`config.mk`:
```
export PLATFORM = sky130hd
export DESIGN_NAME = ncp_io_port
export DESIGN_NICKNAME = d
export VERILOG_FILES = /design/src/pkg/ncp_pkg.sv /design/src/pkg/ncp_busy_if.sv /design/src/verilog/ncp_busy_latch.sv /design/src/verilog/ncp_io_port.sv
export VERILOG_INCLUDE_DIRS = /design/src /design/src/pkg
export SDC_FILE = /design/constraint.sdc
export NUM_CORES = 1
export LEC_CHECK = 0
export BUFFER_PORTS_ARGS = -buffer_cell sky130_fd_sc_hd__buf_4
export CORE_MARGIN = 2
export CORE_UTILIZATION = 30
export DETAILED_ROUTE_END_ITERATION = 7
export PLACE_DENSITY_LB_ADDON = 0.08
export SLEW_MARGIN = 20
export SYNTH_ARGS = -nofsm -noshare
export SYNTH_HDL_FRONTEND = slang
export SYNTH_SLANG_ARGS = --single-unit
```
`constraint.sdc`:
```
create_clock -name core_clk -period 5.29 [get_ports core_clk]
set_input_delay 0 -clock core_clk [delete_from_list [all_inputs] [get_ports core_clk]]
set_output_delay 0 -clock core_clk [all_outputs]
set_load 0.1 [all_outputs]
```
`src/pkg/ncp_regs.svh`:
```
// Port addresses, field positions and timing for the coprocessor I/O port.
// Assumes a 10-bit I/O address from the host and a 100 MHz core clock.
`ifndef NCP_REGS_SVH
`define NCP_REGS_SVH

`define NCP_ADDR_W 10
`define NCP_BOARD_LO 10'h000
`define NCP_BOARD_HI 10'h0FF
`define NCP_CHAN_LO 10'h100
`define NCP_CHAN_HI 10'h3FF
`define NCP_BUSY_CLEAR 10'h0F0
`define NCP_RESET_TRIGGER 10'h0F1
`define NCP_DATA_PORT_A 10'h0F8
`define NCP_DATA_PORT_B 10'h0FA
`define NCP_DATA_PORT_C 10'h0FC
`define NCP_PORT_A_IDX 2'h0
`define NCP_PORT_B_IDX 2'h1
`define NCP_PORT_C_IDX 2'h2
`define NCP_DATA_RESET 8'h00
`define NCP_CLK_PERIOD_NS 10
`define NCP_RESET_PULSE_NS 200
`define NCP_SYNC_RESET 1'b1

`endif

```
`src/pkg/ncp_pkg.sv`:
```
// Types shared by the coprocessor I/O port modules.
// Constants live in ncp_regs.svh; this package holds only types.
package ncp_pkg;
	typedef enum logic [1:0] {
		NCP_ACC_NONE,
		NCP_ACC_WRITE,
		NCP_ACC_READ
	} ncp_acc_t;

	typedef enum {
		NCP_RST_IDLE,
		NCP_RST_PULSE
	} ncp_rst_state_t;
endpackage : ncp_pkg

```
`src/pkg/ncp_busy_if.sv`:
```
// Interface between the port decoder and the busy latch.
// All signals are on core_clk and already synchronised.
`timescale 1ns/1ps
interface ncp_busy_if;
	logic busy;
	logic error;
	logic clear;
	logic latched;
	modport ctl (output busy, output error, output clear, input latched);
	modport latch (input busy, input error, input clear, output latched);
endinterface : ncp_busy_if

```
`src/verilog/ncp_busy_latch.sv`:
```
// Holds the coprocessor busy indication once the coprocessor reports error.
// Inputs come synchronised from the port decoder on the same clock.
`timescale 1ns/1ps
module ncp_busy_latch (
	input wire logic core_clk,
	input wire logic rst,
	ncp_busy_if.latch bif
);
	logic latched_reg;
	logic latched_next;

	// Setting wins over a clear in the same cycle so no error is lost
	always_comb begin
		latched_next = latched_reg;
		if (bif.clear)
			latched_next = 1'b0;
		if (bif.error && bif.busy)
			latched_next = 1'b1;
	end

	always_ff @(posedge core_clk) begin
		if (rst)
			latched_reg <= 1'b0;
		else
			latched_reg <= latched_next;
	end

	assign bif.latched = latched_reg;
endmodule : ncp_busy_latch

```
`src/verilog/ncp_io_port.sv`:
```
// System-board I/O decode and coprocessor port logic.
// Host strobes, address, data and coprocessor pins are asynchronous
// and are synchronised here before use.
// How it works
// - Addresses 000-0FF stay on the system board
// - Addresses 100-3FF go to the expansion channel
// - Coprocessor answers at ports 0F8, 0FA, 0FC
// - Busy toward host held until coprocessor finishes
// - Error latches busy past coprocessor busy drop
// - Byte write to F0 clears latched busy
// - Byte write to F1 resets coprocessor
`timescale 1ns/1ps
`include "ncp_regs.svh"
module ncp_io_port #(
	parameter int ADDR_W = `NCP_ADDR_W,
	parameter int DATA_W = 8
) (
	input wire logic core_clk,
	input wire logic rst,
	input wire logic [ADDR_W-1:0] io_addr,
	input wire logic [DATA_W-1:0] io_wdata,
	input wire logic io_wr_n,
	input wire logic io_rd_n,
	input wire logic io_byte,
	output logic [DATA_W-1:0] io_rdata,
	output logic io_rdata_oe,
	output logic board_sel,
	output logic chan_sel,
	output logic cp_wr,
	output logic cp_rd,
	output logic [1:0] cp_port,
	output logic [DATA_W-1:0] cp_wdata,
	input wire logic [DATA_W-1:0] cp_rdata,
	input wire logic cp_busy_n,
	input wire logic cp_error_n,
	output logic cpu_busy_n,
	output logic cp_reset
);
	localparam int RST_CYC_RAW =
		(`NCP_RESET_PULSE_NS + `NCP_CLK_PERIOD_NS - 1) / `NCP_CLK_PERIOD_NS;
	localparam int RST_CYC = (RST_CYC_RAW < 1) ? 1 : RST_CYC_RAW;
	localparam int CNT_W = $clog2(RST_CYC + 1);

	// Two-stage synchronisers for every pin input
	logic [ADDR_W-1:0] addr_s1_reg, addr_s2_reg;
	logic [DATA_W-1:0] wdata_s1_reg, wdata_s2_reg;
	logic [DATA_W-1:0] rdata_s1_reg, rdata_s2_reg;
	logic [4:0] ctl_s1_reg, ctl_s2_reg;
	logic wr_prev_reg, rd_prev_reg;

	always_ff @(posedge core_clk) begin
		if (rst) begin
			addr_s1_reg <= '0;
			addr_s2_reg <= '0;
			wdata_s1_reg <= '0;
			wdata_s2_reg <= '0;
			rdata_s1_reg <= '0;
			rdata_s2_reg <= '0;
			ctl_s1_reg <= 5'h00;
			ctl_s2_reg <= 5'h00;
			wr_prev_reg <= 1'b0;
			rd_prev_reg <= 1'b0;
		end else begin
			addr_s1_reg <= io_addr;
			addr_s2_reg <= addr_s1_reg;
			wdata_s1_reg <= io_wdata;
			wdata_s2_reg <= wdata_s1_reg;
			rdata_s1_reg <= cp_rdata;
			rdata_s2_reg <= rdata_s1_reg;
			ctl_s1_reg <= {~io_wr_n, ~io_rd_n, io_byte, ~cp_busy_n,
				~cp_error_n};
			ctl_s2_reg <= ctl_s1_reg;
			wr_prev_reg <= ctl_s2_reg[4];
			rd_prev_reg <= ctl_s2_reg[3];
		end
	end

	logic wr_act, rd_act, byte_s, busy_s, error_s;
	assign wr_act = ctl_s2_reg[4];
	assign rd_act = ctl_s2_reg[3];
	assign byte_s = ctl_s2_reg[2];
	assign busy_s = ctl_s2_reg[1];
	assign error_s = ctl_s2_reg[0];

	// Address decode on the synchronised address
	logic on_board, on_chan, is_cp, is_clr, is_rst;
	logic [1:0] port_idx;
	always_comb begin
		on_board = (addr_s2_reg <= `NCP_BOARD_HI);
		on_chan = (addr_s2_reg >= `NCP_CHAN_LO) &&
			(addr_s2_reg <= `NCP_CHAN_HI);
		is_clr = (addr_s2_reg == `NCP_BUSY_CLEAR);
		is_rst = (addr_s2_reg == `NCP_RESET_TRIGGER);
		is_cp = 1'b1;
		port_idx = `NCP_PORT_A_IDX;
		case (addr_s2_reg)
			`NCP_DATA_PORT_A: port_idx = `NCP_PORT_A_IDX;
			`NCP_DATA_PORT_B: port_idx = `NCP_PORT_B_IDX;
			`NCP_DATA_PORT_C: port_idx = `NCP_PORT_C_IDX;
			default: is_cp = 1'b0;
		endcase
	end

	// Strobe start edges; one access per host strobe
	logic wr_start, rd_start;
	ncp_pkg::ncp_acc_t acc;
	always_comb begin
		wr_start = wr_act && !wr_prev_reg;
		rd_start = rd_act && !rd_prev_reg;
		if (wr_start)
			acc = ncp_pkg::NCP_ACC_WRITE;
		else if (rd_start)
			acc = ncp_pkg::NCP_ACC_READ;
		else
			acc = ncp_pkg::NCP_ACC_NONE;
	end

	// Coprocessor data path and host-facing decode
	logic board_sel_reg, board_sel_next;
	logic chan_sel_reg, chan_sel_next;
	logic cp_wr_reg, cp_wr_next;
	logic cp_rd_reg, cp_rd_next;
	logic [1:0] cp_port_reg, cp_port_next;
	logic [DATA_W-1:0] cp_wdata_reg, cp_wdata_next;
	logic [DATA_W-1:0] io_rdata_reg, io_rdata_next;
	logic io_rdata_oe_reg, io_rdata_oe_next;
	logic rd_cp_reg, rd_cp_next;
	logic clr_req;

	always_comb begin
		board_sel_next = (wr_act || rd_act) && on_board;
		chan_sel_next = (wr_act || rd_act) && on_chan;
		cp_wr_next = 1'b0;
		cp_rd_next = 1'b0;
		cp_port_next = cp_port_reg;
		cp_wdata_next = cp_wdata_reg;
		rd_cp_next = rd_cp_reg && rd_act;
		clr_req = 1'b0;
		case (acc)
			ncp_pkg::NCP_ACC_WRITE: begin
				if (is_cp) begin
					cp_wr_next = 1'b1;
					cp_port_next = port_idx;
					cp_wdata_next = wdata_s2_reg;
				end
				// Data bits are not looked at here
				clr_req = is_clr && byte_s;
			end
			ncp_pkg::NCP_ACC_READ: begin
				if (is_cp) begin
					cp_rd_next = 1'b1;
					cp_port_next = port_idx;
					rd_cp_next = 1'b1;
				end
			end
			default: ;
		endcase
		// Result is driven for as long as the host holds its read strobe
		io_rdata_oe_next = rd_cp_next;
		io_rdata_next = rd_cp_next ? rdata_s2_reg : `NCP_DATA_RESET;
	end

	always_ff @(posedge core_clk) begin
		if (rst) begin
			board_sel_reg <= 1'b0;
			chan_sel_reg <= 1'b0;
			cp_wr_reg <= 1'b0;
			cp_rd_reg <= 1'b0;
			cp_port_reg <= `NCP_PORT_A_IDX;
			cp_wdata_reg <= `NCP_DATA_RESET;
			io_rdata_reg <= `NCP_DATA_RESET;
			io_rdata_oe_reg <= 1'b0;
			rd_cp_reg <= 1'b0;
		end else begin
			board_sel_reg <= board_sel_next;
			chan_sel_reg <= chan_sel_next;
			cp_wr_reg <= cp_wr_next;
			cp_rd_reg <= cp_rd_next;
			cp_port_reg <= cp_port_next;
			cp_wdata_reg <= cp_wdata_next;
			io_rdata_reg <= io_rdata_next;
			io_rdata_oe_reg <= io_rdata_oe_next;
			rd_cp_reg <= rd_cp_next;
		end
	end

	// Coprocessor reset pulse; a new trigger during a pulse restarts it
	ncp_pkg::ncp_rst_state_t rst_state_reg, rst_state_next;
	logic [CNT_W-1:0] rst_cnt_reg, rst_cnt_next;
	logic cp_reset_reg, cp_reset_next;
	logic rst_req;

	always_comb begin
		rst_req = (acc == ncp_pkg::NCP_ACC_WRITE) && is_rst && byte_s;
		rst_state_next = rst_state_reg;
		rst_cnt_next = rst_cnt_reg;
		cp_reset_next = 1'b0;
		case (rst_state_reg)
			ncp_pkg::NCP_RST_IDLE: begin
				if (rst_req) begin
					rst_state_next = ncp_pkg::NCP_RST_PULSE;
					rst_cnt_next = CNT_W'(RST_CYC - 1);
					cp_reset_next = 1'b1;
				end
			end
			ncp_pkg::NCP_RST_PULSE: begin
				cp_reset_next = 1'b1;
				if (rst_req)
					rst_cnt_next = CNT_W'(RST_CYC - 1);
				else if (rst_cnt_reg == '0) begin
					rst_state_next = ncp_pkg::NCP_RST_IDLE;
					cp_reset_next = 1'b0;
				end else
					rst_cnt_next = rst_cnt_reg - 1'b1;
			end
			default: begin
				rst_state_next = ncp_pkg::NCP_RST_IDLE;
				rst_cnt_next = '0;
			end
		endcase
	end

	always_ff @(posedge core_clk) begin
		if (rst) begin
			rst_state_reg <= ncp_pkg::NCP_RST_IDLE;
			rst_cnt_reg <= '0;
			cp_reset_reg <= 1'b0;
		end else begin
			rst_state_reg <= rst_state_next;
			rst_cnt_reg <= rst_cnt_next;
			cp_reset_reg <= cp_reset_next;
		end
	end

	// Busy toward the host: live busy or the error-latched copy
	ncp_busy_if bif ();
	assign bif.busy = busy_s;
	assign bif.error = error_s;
	assign bif.clear = clr_req;

	ncp_busy_latch u_latch (
		.core_clk(core_clk),
		.rst(rst),
		.bif(bif)
	);

	logic cpu_busy_n_reg, cpu_busy_n_next;
	always_comb begin
		cpu_busy_n_next = !(busy_s || bif.latched);
	end

	always_ff @(posedge core_clk) begin
		if (rst)
			cpu_busy_n_reg <= `NCP_SYNC_RESET;
		else
			cpu_busy_n_reg <= cpu_busy_n_next;
	end

	assign io_rdata = io_rdata_reg;
	assign io_rdata_oe = io_rdata_oe_reg;
	assign board_sel = board_sel_reg;
	assign chan_sel = chan_sel_reg;
	assign cp_wr = cp_wr_reg;
	assign cp_rd = cp_rd_reg;
	assign cp_port = cp_port_reg;
	assign cp_wdata = cp_wdata_reg;
	assign cpu_busy_n = cpu_busy_n_reg;
	assign cp_reset = cp_reset_reg;
endmodule : ncp_io_port
```
; ---- Yosys cells after proc, flatten, opt, wreduce, memory -nomap -nowiden
; Cells that the tools add are included.
[totals]
out_inout_bits = 25
register_bits = 127
in_bits = 33
[op_classes]
magnitude_cmp = 3
reduce_logical = 27
muxes = 22
eq_ne = 12
addsub = 1
bitwise = 7
[op_table]
columns = op, n
row1 = $mux 32, 3
row2 = $pmux 32 s2, 1
row3 = $eq 10x8->1 const B, 5
row4 = $eq 32x1->1 const B, 1
row5 = $logic_not 32->1, 1
row6 = $mux 5, 3
row7 = $ge 10x9->1 const B, 1
row8 = $le 10x10->1 const B, 1
row9 = $le 10x8->1 const B, 1
row10 = $logic_and 1x1->1, 10
row11 = $mux 1, 10
row12 = $pmux 5 s2, 1
row13 = $reduce_or 2->1, 4
row14 = $not 1->1, 7
row15 = $ne 2x2->1 const B, 3
row16 = $reduce_and 2->1, 3
row17 = $logic_not 5->1, 1
row18 = $sub 5x1->5 const B, 1
row19 = $mux 2, 2
row20 = $pmux 2 s2, 1
row21 = $logic_not 1->1, 3
row22 = $ne 3x3->1 const B, 1
row23 = $reduce_and 3->1, 1
row24 = $reduce_or 3->1, 1
row25 = 5 further kinds, 6

; ---- Longest topological paths before layout
; Gate-level depths: netlist of run 1.
[depth]
ltp_word = 9
mapped_depth = 6
mapped_depth_nobuf = 6

; ---- By module
; A second synthesis of run 1 with hierarchy kept.
[hier_totals]
cells_unflattened = 249
area_unflattened_um2 = 2870.3
[by_module_without_submodules]
columns = mod, area_each_um2, cells_each, instances
row1 = ncp_io_port, 2831.5, 245, 1
row2 = ncp_busy_latch, 38.8, 4, 1

; ---- Least setup slack after synthesis of run 1
; No wires, ideal clock.
[synth_path]
kind = register to register
startpoint = register addr_s2_reg[8]
endpoint = register cp_wdata_reg[2] (netlist: cp_wdata[2])
stages_incl_launch_ff = 5
path_buffers = 0
path_slack_ns = 3.420
t_arrival_ns = 1.742
cell_sequence = dfxtp_1 -> or4b_4 -> a2111oi_4 -> mux2i_1 -> nor2_1
[synth_via]
elab_chain_len = 4
[synth_lines]
columns = item, line_no
row1 = "start, declared", ncp_io_port.sv:45  ; logic [ADDR_W-1:0] addr_s1_reg, addr_s2_reg;
row2 = "start signal, assigned", ncp_io_port.sv:65  ; addr_s2_reg <= addr_s1_reg;
row3 = $eq 10x8->1, ncp_io_port.sv:96  ; case (addr_s2_reg)
row4 = $reduce_or 3->1 (no line) (*), n/a
row5 = $mux 1 (*), ncp_io_port.sv:96
row6 = $reduce_and 2->1 (no line) (*), n/a
row7 = "end signal, assigned", ncp_io_port.sv:170  ; cp_wdata_reg <= `NCP_DATA_RESET;
row8 = "end signal, assigned", ncp_io_port.sv:180  ; cp_wdata_reg <= cp_wdata_next;
row9 = "end, declared", ncp_io_port.sv:124  ; logic [DATA_W-1:0] cp_wdata_reg, cp_wdata_next;
; Mark *: on every way between the ends. The rest lies on a longest branch, timed or not.
; A chain may end at the register's enable or synchronous reset.

; ---- Worst setup path after layout of run 1
[layout_path]
startpoint = register addr_s2_reg[8]
endpoint = register cp_wdata_reg[6] (netlist: cp_wdata[6])
; Same word-level chain as after synthesis.

==> summary.md, run 1 <==
| Metric | Value |
|---|---|
| Status | finished, final reports clean |
| Clk Latency, worst-skew pair | 350 ps |
| Met2 GRT Util | 15.9% |
| Worst Tran Pin Value | 843 ps |
| Die area | 10400 µm² |
| Worst vdd ir | 0.138 mV |
| Maxcap violations | 0 |
| PwrDens | 334 nW/µm² |
| Logic pwr share | 5.5% |
| First-pass GRT wire length | 7.91 mm |
| Internal power | 1.05 mW |
| TNS Setup | 0 ps |
| Vias in the first global route | 1746 |
| Pin count of the biggest net entering global routing | 83 |
| Crit path arrival time | 2300 ps |
| Fill cells | 907 |
| Met3 Track Usage GR | 3.56% |
| Share of total power in the clock network | 37.8% |
| Yosys Warn Count | 0 |
| Crit path capture type | flip-flop |
| Crit path max fanout | 9 |
| CTS max path bufs | 2 |
| Endpoints failing setup | 0 |
| GRT Overall Usage | 10.1% |
| # rows | 35 |
| Clock Skew | 8.89 ps |
| Critical path, cell by cell | or4b_4 > a2111oi_4 > mux2i_1 > nor2_1 |
| Postcts setup bufs | 0 |
| Routed WL | 4.90 mm |
| CP Class | flip-flop to flip-flop |
| RePlAce Congestion | 0.739 |
| Die Span Y | 102 µm |
| CTS tree | yes |
| Register area share after synthesis | 66.6% |
| Count of cell types in the netlist | 32 |
| Slew Limit Fails | 0 |
| Psw | 0.270 mW |
| Via Count | 1843 |
| Type of origin of the critical path | flip-flop |
| Initial antenna violation count | 0 |
| Synthesized Nets | 286 |
| Num Clock Sinks | 96 |
| Cts repair resizes | 0 |
| Worst hold slack | 209 ps |
| Slew headroom | 43.8% |
| Tmin final | 2080 ps |
| Mean number of vias per cell | 3.89 |
| Synth Register Bits | 96 |
| Register area | 1920 µm² |
| Detail Route Antenna Nets | 0 |
| CORE AREA | 9280 µm² |
| Slowest stage delay, CP | 750 ps |
| GR peak layer | met2 |
| Fin crit share | 39.3% |
| Worst slack at placement | 3170 ps |
| DRC | 0 |
| Hold Crit Class | primary input to flip-flop |
| Mapped Area | 2890 µm² |
| CP delay by family, top | compound AO/OA/AOI/OAI gates |
| DR pass1 iterations | 4 |
| Share of layout cells above drive strength 1 | 22.9% |
| Post-synth EDFFs | 0 |
| Post-Syn Area per Cell | 11.5 µm² |
| Part of the power in registers | 56.7% |
| CTS buffer count | 9 |
| CP max stage cell | a2111oi_4 |
| Grt total ovfl | 0 |
| Htree depth | 3 |
| Post-Synthesis Cells | 251 |
| Clock transition at the registers of the reported paths | 90 ps |
| Unrepaired setup endpoints after global routing | false |
| Area taken by multi-input logic gates | 912 µm² |
| I/O pin count | 58 |
| Sw Share | 20.4% |
| Starting density of the core | 31.1% |
| Antenna diode count | 0 |
| Port bufs | 57 |
| FF-to-FF setup slack | 3210 ps |
| Async S/R FF share, synth | 0% |
| Met1 Use GR | 12.2% |
| First DRT Iteration DRCs | 51 |
| Final net count | 376 |
| Area grow syn2layout | 37.2% |
| Dpl hpwl | 3.00 mm |
| Buf/Inv on CP | 0 |
| Final hold violations | 0 |
| Die Width | 102 µm |
| PnR worst setup slack | 3210 ps |
| Max frequency | 481 MHz |
| WP data required | 5500 ps |
| Most used DFF post-synth | dfxtp_1 |
| Leak pwr | 1.61 nW |
| Routed len/inst | 10.3 µm |
| Root Buffer | clkbuf_8 |
==> logic make-up (layout without fill, tap and decap cells) <==
logic type	after synthesis	count (layout)	share of synthesized area (%)
xor gates and xnor gates	2	2	0.607
buffers and inverters	14	108	1.86
AOI/OAI and AO/OA	16	16	4.03
and+or+nand+nor	111	111	22.6
muxes	10	10	3.51
adders and majority gates	2	2	0.866
DFF	96	96	66.6
==> through the flow <==
stage | cell area, µm² | total power, mW | utilization, % | std cells
final | 3960 | 1.32 | 42.7 | 474
after global routing | 3960 | 1.39 | 42.7 | 474
after floorplan | 2890 | 0.799 | - | 251
after detailed placement | 3440 | 0.824 | 37.1 | 428
after global placement | 3440 | 0.824 | 37.1 | 428
after CTS | 3960 | 1.35 | 42.7 | 474
==> cell type report <==
type	instances	area share, %
Sequential cell	96	48.5
Tap cell	129	4.07
Clock inverter	5	2.05
Timing Repair Buffer	88	18.6
Clock buffer	10	3.22
Inverter	5	0.474
Multi-Input combinational cell	141	23.0
==> path summary, 6_finish.rpt <==
kind,startpoint,endpoint,cells past startpoint
setup / recovery,addr_s2_reg[8],cp_wdata[6],4
hold / removal,rst,cp_wdata[5],2
setup reg to reg,addr_s2_reg[8],cp_wdata[6],4
hold reg to reg,rdata_s2_reg[7],io_rdata[7],1
==> cells in the final DEF (no fill, tap or decap), drive strengths merged, types with 6 or more instances in the layout <==
master | Yosys | layout
dfxtp | 96 | 96
nor2b | 61 | 61
buf | 2 | 57
dlygate4sd3 | 0 | 31
nor2 | 18 | 18
clkbuf | 7 | 10
a21oi | 9 | 9
mux2i | 9 | 9
and2 | 9 | 9
inv | 5 | 6
==> per-layer routing <==
metal,vias up,part of all wire [%]
met5,-,0
met4,0,1.9
met3,8,5.1
met2,46,44
met1,807,49
li1,982,-
==> synthesized netlist by cell type, types with 2 or more instances <==
library cell | number | share of area [%]
nand2_1 | 5 | 0.65
mux2i_1 | 9 | 3.1
nand3_1 | 2 | 0.35
a21oi_1 | 9 | 1.6
or2_2 | 2 | 0.43
and2_1 | 8 | 1.7
nor2_1 | 18 | 2.3
ha_1 | 2 | 0.87
nor4_1 | 2 | 0.43
a211oi_1 | 2 | 0.52
nor3_1 | 2 | 0.35
nor2b_1 | 61 | 13
nand2b_1 | 3 | 0.65
inv_1 | 5 | 0.65
dfxtp_1 | 96 | 67
clkbuf_1 | 7 | 0.91
or4b_2 | 2 | 0.69
xnor2_1 | 2 | 0.61
==> what timing repair did <==
| action | in CTS | in global routing |
|---|---|---|
| hold buffers | 31 | 0 |
| setup endpoints to repair | 0 | 0 |
| hold endpoints to repair | 31 | 0 |
==> power by group through the flow <==
stage          clock (mW)  sequential (mW)  combinational [mW]
3_3_place_gp            0            0.768              0.0553
3_5_place_dp            0            0.769              0.0554
5_1_grt             0.553            0.754              0.0793
2_1_floorplan           0            0.772              0.0269
4_1_cts             0.524            0.752              0.0736
6_report            0.500            0.751              0.0724
(Power assumes the default switching activity.)
==> run 2: changes to the inputs <==
Clock period 5.29 ns to 2.1 ns, I/O delays scaled along.
==> run 2 against run 1 <==
  * Critical endpoint is now rst_cnt_reg[1]
  * Clock power is 120% higher
  * Fmax grew 6.7%
  * Highest routed layer unchanged
  * Sequential power grew to 2.5 times the previous value
  * Via count increased by 2.7%
==> summary.md, run 2 (synthesized netlist as in run 1, its figures left out) <==
| Metric | Value |
|---|---|
| Fin crit share | 92.9% (was 39.3%) |
| Clk Latency, worst-skew pair | 350 ps (about the same) |
| Slowest stage delay, CP | 620 ps (was 750 ps) |
| GRT Overall Usage | 9.88% (was 10.1%) |
| Mean number of vias per cell | 3.95 (was 3.89) |
| Root Buffer | clkbuf_8 (unchanged) |
| I/O pin count | 58 (unchanged) |
| Status | finished, final reports clean (unchanged) |
| Total power | 3.18 mW (was 1.32 mW) |
| Type of origin of the critical path | flip-flop (unchanged) |
| Crit path capture type | flip-flop (unchanged) |
| Commonest non-fill, non-tap cells in the layout | dfxtp_1, nor2b_1, buf_4 (unchanged) |
| Clock transition at the registers of the reported paths | 100 ps (was 90 ps) |
| Port bufs | 57 (unchanged) |
| Cts repair resizes | 0 (unchanged) |
| Hold Crit Class | primary input to flip-flop (unchanged) |
| Fill cells | 911 (was 907) |
| Worst Tran Pin Value | 496 ps (was 843 ps) |
| Num Clock Sinks | 96 (unchanged) |
| Routed WL | 4.91 mm (was 4.90 mm) |
| Die Width | 102 µm (unchanged) |
| Buf/Inv on CP | 1 (was 0) |
| DR pass1 iterations | 4 (unchanged) |
| First DRT Iteration DRCs | 36 (was 51) |
| Initial antenna violation count | 0 (unchanged) |
| CORE AREA | 9280 µm² (unchanged) |
| Worst vdd ir | 0.303 mV (was 0.138 mV) |
| PwrDens | 802 nW/µm² (was 334 nW/µm²) |
| CP Class | flip-flop to flip-flop (unchanged) |
| Dpl hpwl | 3.03 mm (was 3.00 mm) |
| Crit path arrival time | 2230 ps (was 2300 ps) |
| Max frequency | 513 MHz (was 481 MHz) |
| Share of layout cells above drive strength 1 | 24.0% (was 22.9%) |
| Maxcap violations | 0 (unchanged) |
| Unrepaired setup endpoints after global routing | false (unchanged) |
| First-pass GRT wire length | 7.76 mm (was 7.91 mm) |
| Slew Limit Fails | 0 (unchanged) |
| Crit path max fanout | 4 (was 9) |
| Detail Route Antenna Nets | 0 (unchanged) |
| WP data required | 2380 ps (was 5500 ps) |
| Area grow syn2layout | 37.3% (was 37.2%) |
| Starting density of the core | 31.1% (unchanged) |
| CP delay by family, top | simple AND/OR/NAND/NOR gates (was compound AO/OA/AOI/OAI gates) |
| CTS max path bufs | 2 (unchanged) |
| Final net count | 380 (was 376) |
| Commonest non-fill, non-tap cell in the layout | dfxtp_1 (unchanged) |
| Critical path, cell by cell | inv_1 > ha_1 > or4b_2 > nand2_1 > mux2_2 > a21oi_1 (was or4b_4 > a2111oi_4 > mux2i_1 > nor2_1) |
| Slew headroom | 66.9% (was 43.8%) |
| Via Count | 1893 (was 1843) |
| Tmin final | 1950 ps (was 2080 ps) |
| CP max stage cell | or4b_2 (was a2111oi_4) |
| Pin count of the biggest net entering global routing | 49 (was 83) |
| Endpoints failing setup | 0 (unchanged) |
| Routed len/inst | 10.3 µm (about the same) |
| CTS buffer count | 9 (unchanged) |
| Leak pwr | 1.61 nW (about the same) |
| DRC | 0 (unchanged) |
| # rows | 35 (unchanged) |
| Layout Cells excl Fill | 479 (was 474) |
| Die area | 10400 µm² (unchanged) |
| CTS tree | yes (unchanged) |
| Grt total ovfl | 0 (unchanged) |
| Placed instance count | 432 (was 428) |
| Htree depth | 3 (unchanged) |
| Vias in the first global route | 1729 (was 1746) |
| Postcts setup bufs | 0 (unchanged) |
| Clock Skew | 10.4 ps (was 8.89 ps) |
| TNS Setup | 0 ps (unchanged) |
| Antenna diode count | 0 (unchanged) |
| Final hold violations | 0 (unchanged) |
| RePlAce Congestion | 0.673 (was 0.739) |
| Die Span Y | 102 µm (unchanged) |
-- run 2: cell types whose count changed in the layout (fill, tap and decap cells not counted) --
cell / change
buf_4: +4
bufinv_16: -2
clkbuf_8: +1
clkinv_2: -1
clkinv_4: +2
clkinvlp_4: +1
-- run 2: layout make-up --
| cell class | count | area (µm²) | share of cell area, % |
|---|---|---|---|
| flip-flops and latches | 96 | 1920 | 48.5 |
| clock inverters | 5 | 41.3 | 1.04 |
| inverters | 5 | 18.8 | 0.473 |
| repair buffers | 92 | 768 | 19.4 |
| clock buffers | 11 | 141 | 3.57 |
| well taps | 129 | 161 | 4.07 |
| multi-input cells | 141 | 912 | 23.0 |
-- run 2: routing by layer --
| layer | routed length, µm | global-route usage, % | vias to the layer above | part of all wire [%] |
|---|---|---|---|---|
| met5 | 0 | 0 | - | 0 |
| met2 | 2200 | 15.5 | 43 | 45 |
| met1 | 2410 | 12.0 | 848 | 49 |
| li1 | - | - | 994 | - |
| met4 | 91 | 5.54 | 0 | 1.9 |
| met3 | 214 | 3.08 | 8 | 4.4 |
-- run 2: worst reg2reg max path, delay by kind of cell, from the launching register on --
family | cells | cell delay [ps]
multiplexers | 1 | 350
AO/OA/AOI/OAI | 1 | 130
buffers and inverters | 1 | 100
AND/OR/NAND/NOR | 2 | 800
flip-flops | 1 | 320
adder cells (fa/ha/maj) | 1 | 170
-- run 2: stage by stage --
stage	cell area, µm²	hold WS, ps	setup slack, ps	utilization, %
3_3_place_gp	3470	165	211	37.4
2_1_floorplan	2890	66.7	230	-
6_report	3970	82.2	150	42.7
5_1_grt	3970	104	40.6	42.7
3_5_place_dp	3470	163	169	37.4
4_1_cts	3970	90.5	146	42.7
-- run 2: power by group --
group          internal [mW]  switching (mW)
registers               1.88          0.0153
clock network          0.472           0.632
logic                  0.112          0.0716
total                   2.46           0.718
-- run 2: repair_timing --
item / in CTS / in global routing
hold buffers: 31 / 0
setup endpoints to repair: 0 / 0
endpoints found under the hold margin: 31 / 0
-- run 2: worst paths after layout --
| path | from | end | slack [ps] | cells after the start |
|---|---|---|---|---|
| worst min register to register | rdata_s2_reg[2] | io_rdata[2] | 420 | 1 |
| worst max register to register | rst_cnt_reg[0] | rst_cnt_reg[1] | 150 | 6 |
| worst max-delay path | rst_cnt_reg[0] | rst_cnt_reg[1] | 150 | 6 |
| worst min-delay path | rst | cp_wdata[5] | 80 | 2 |
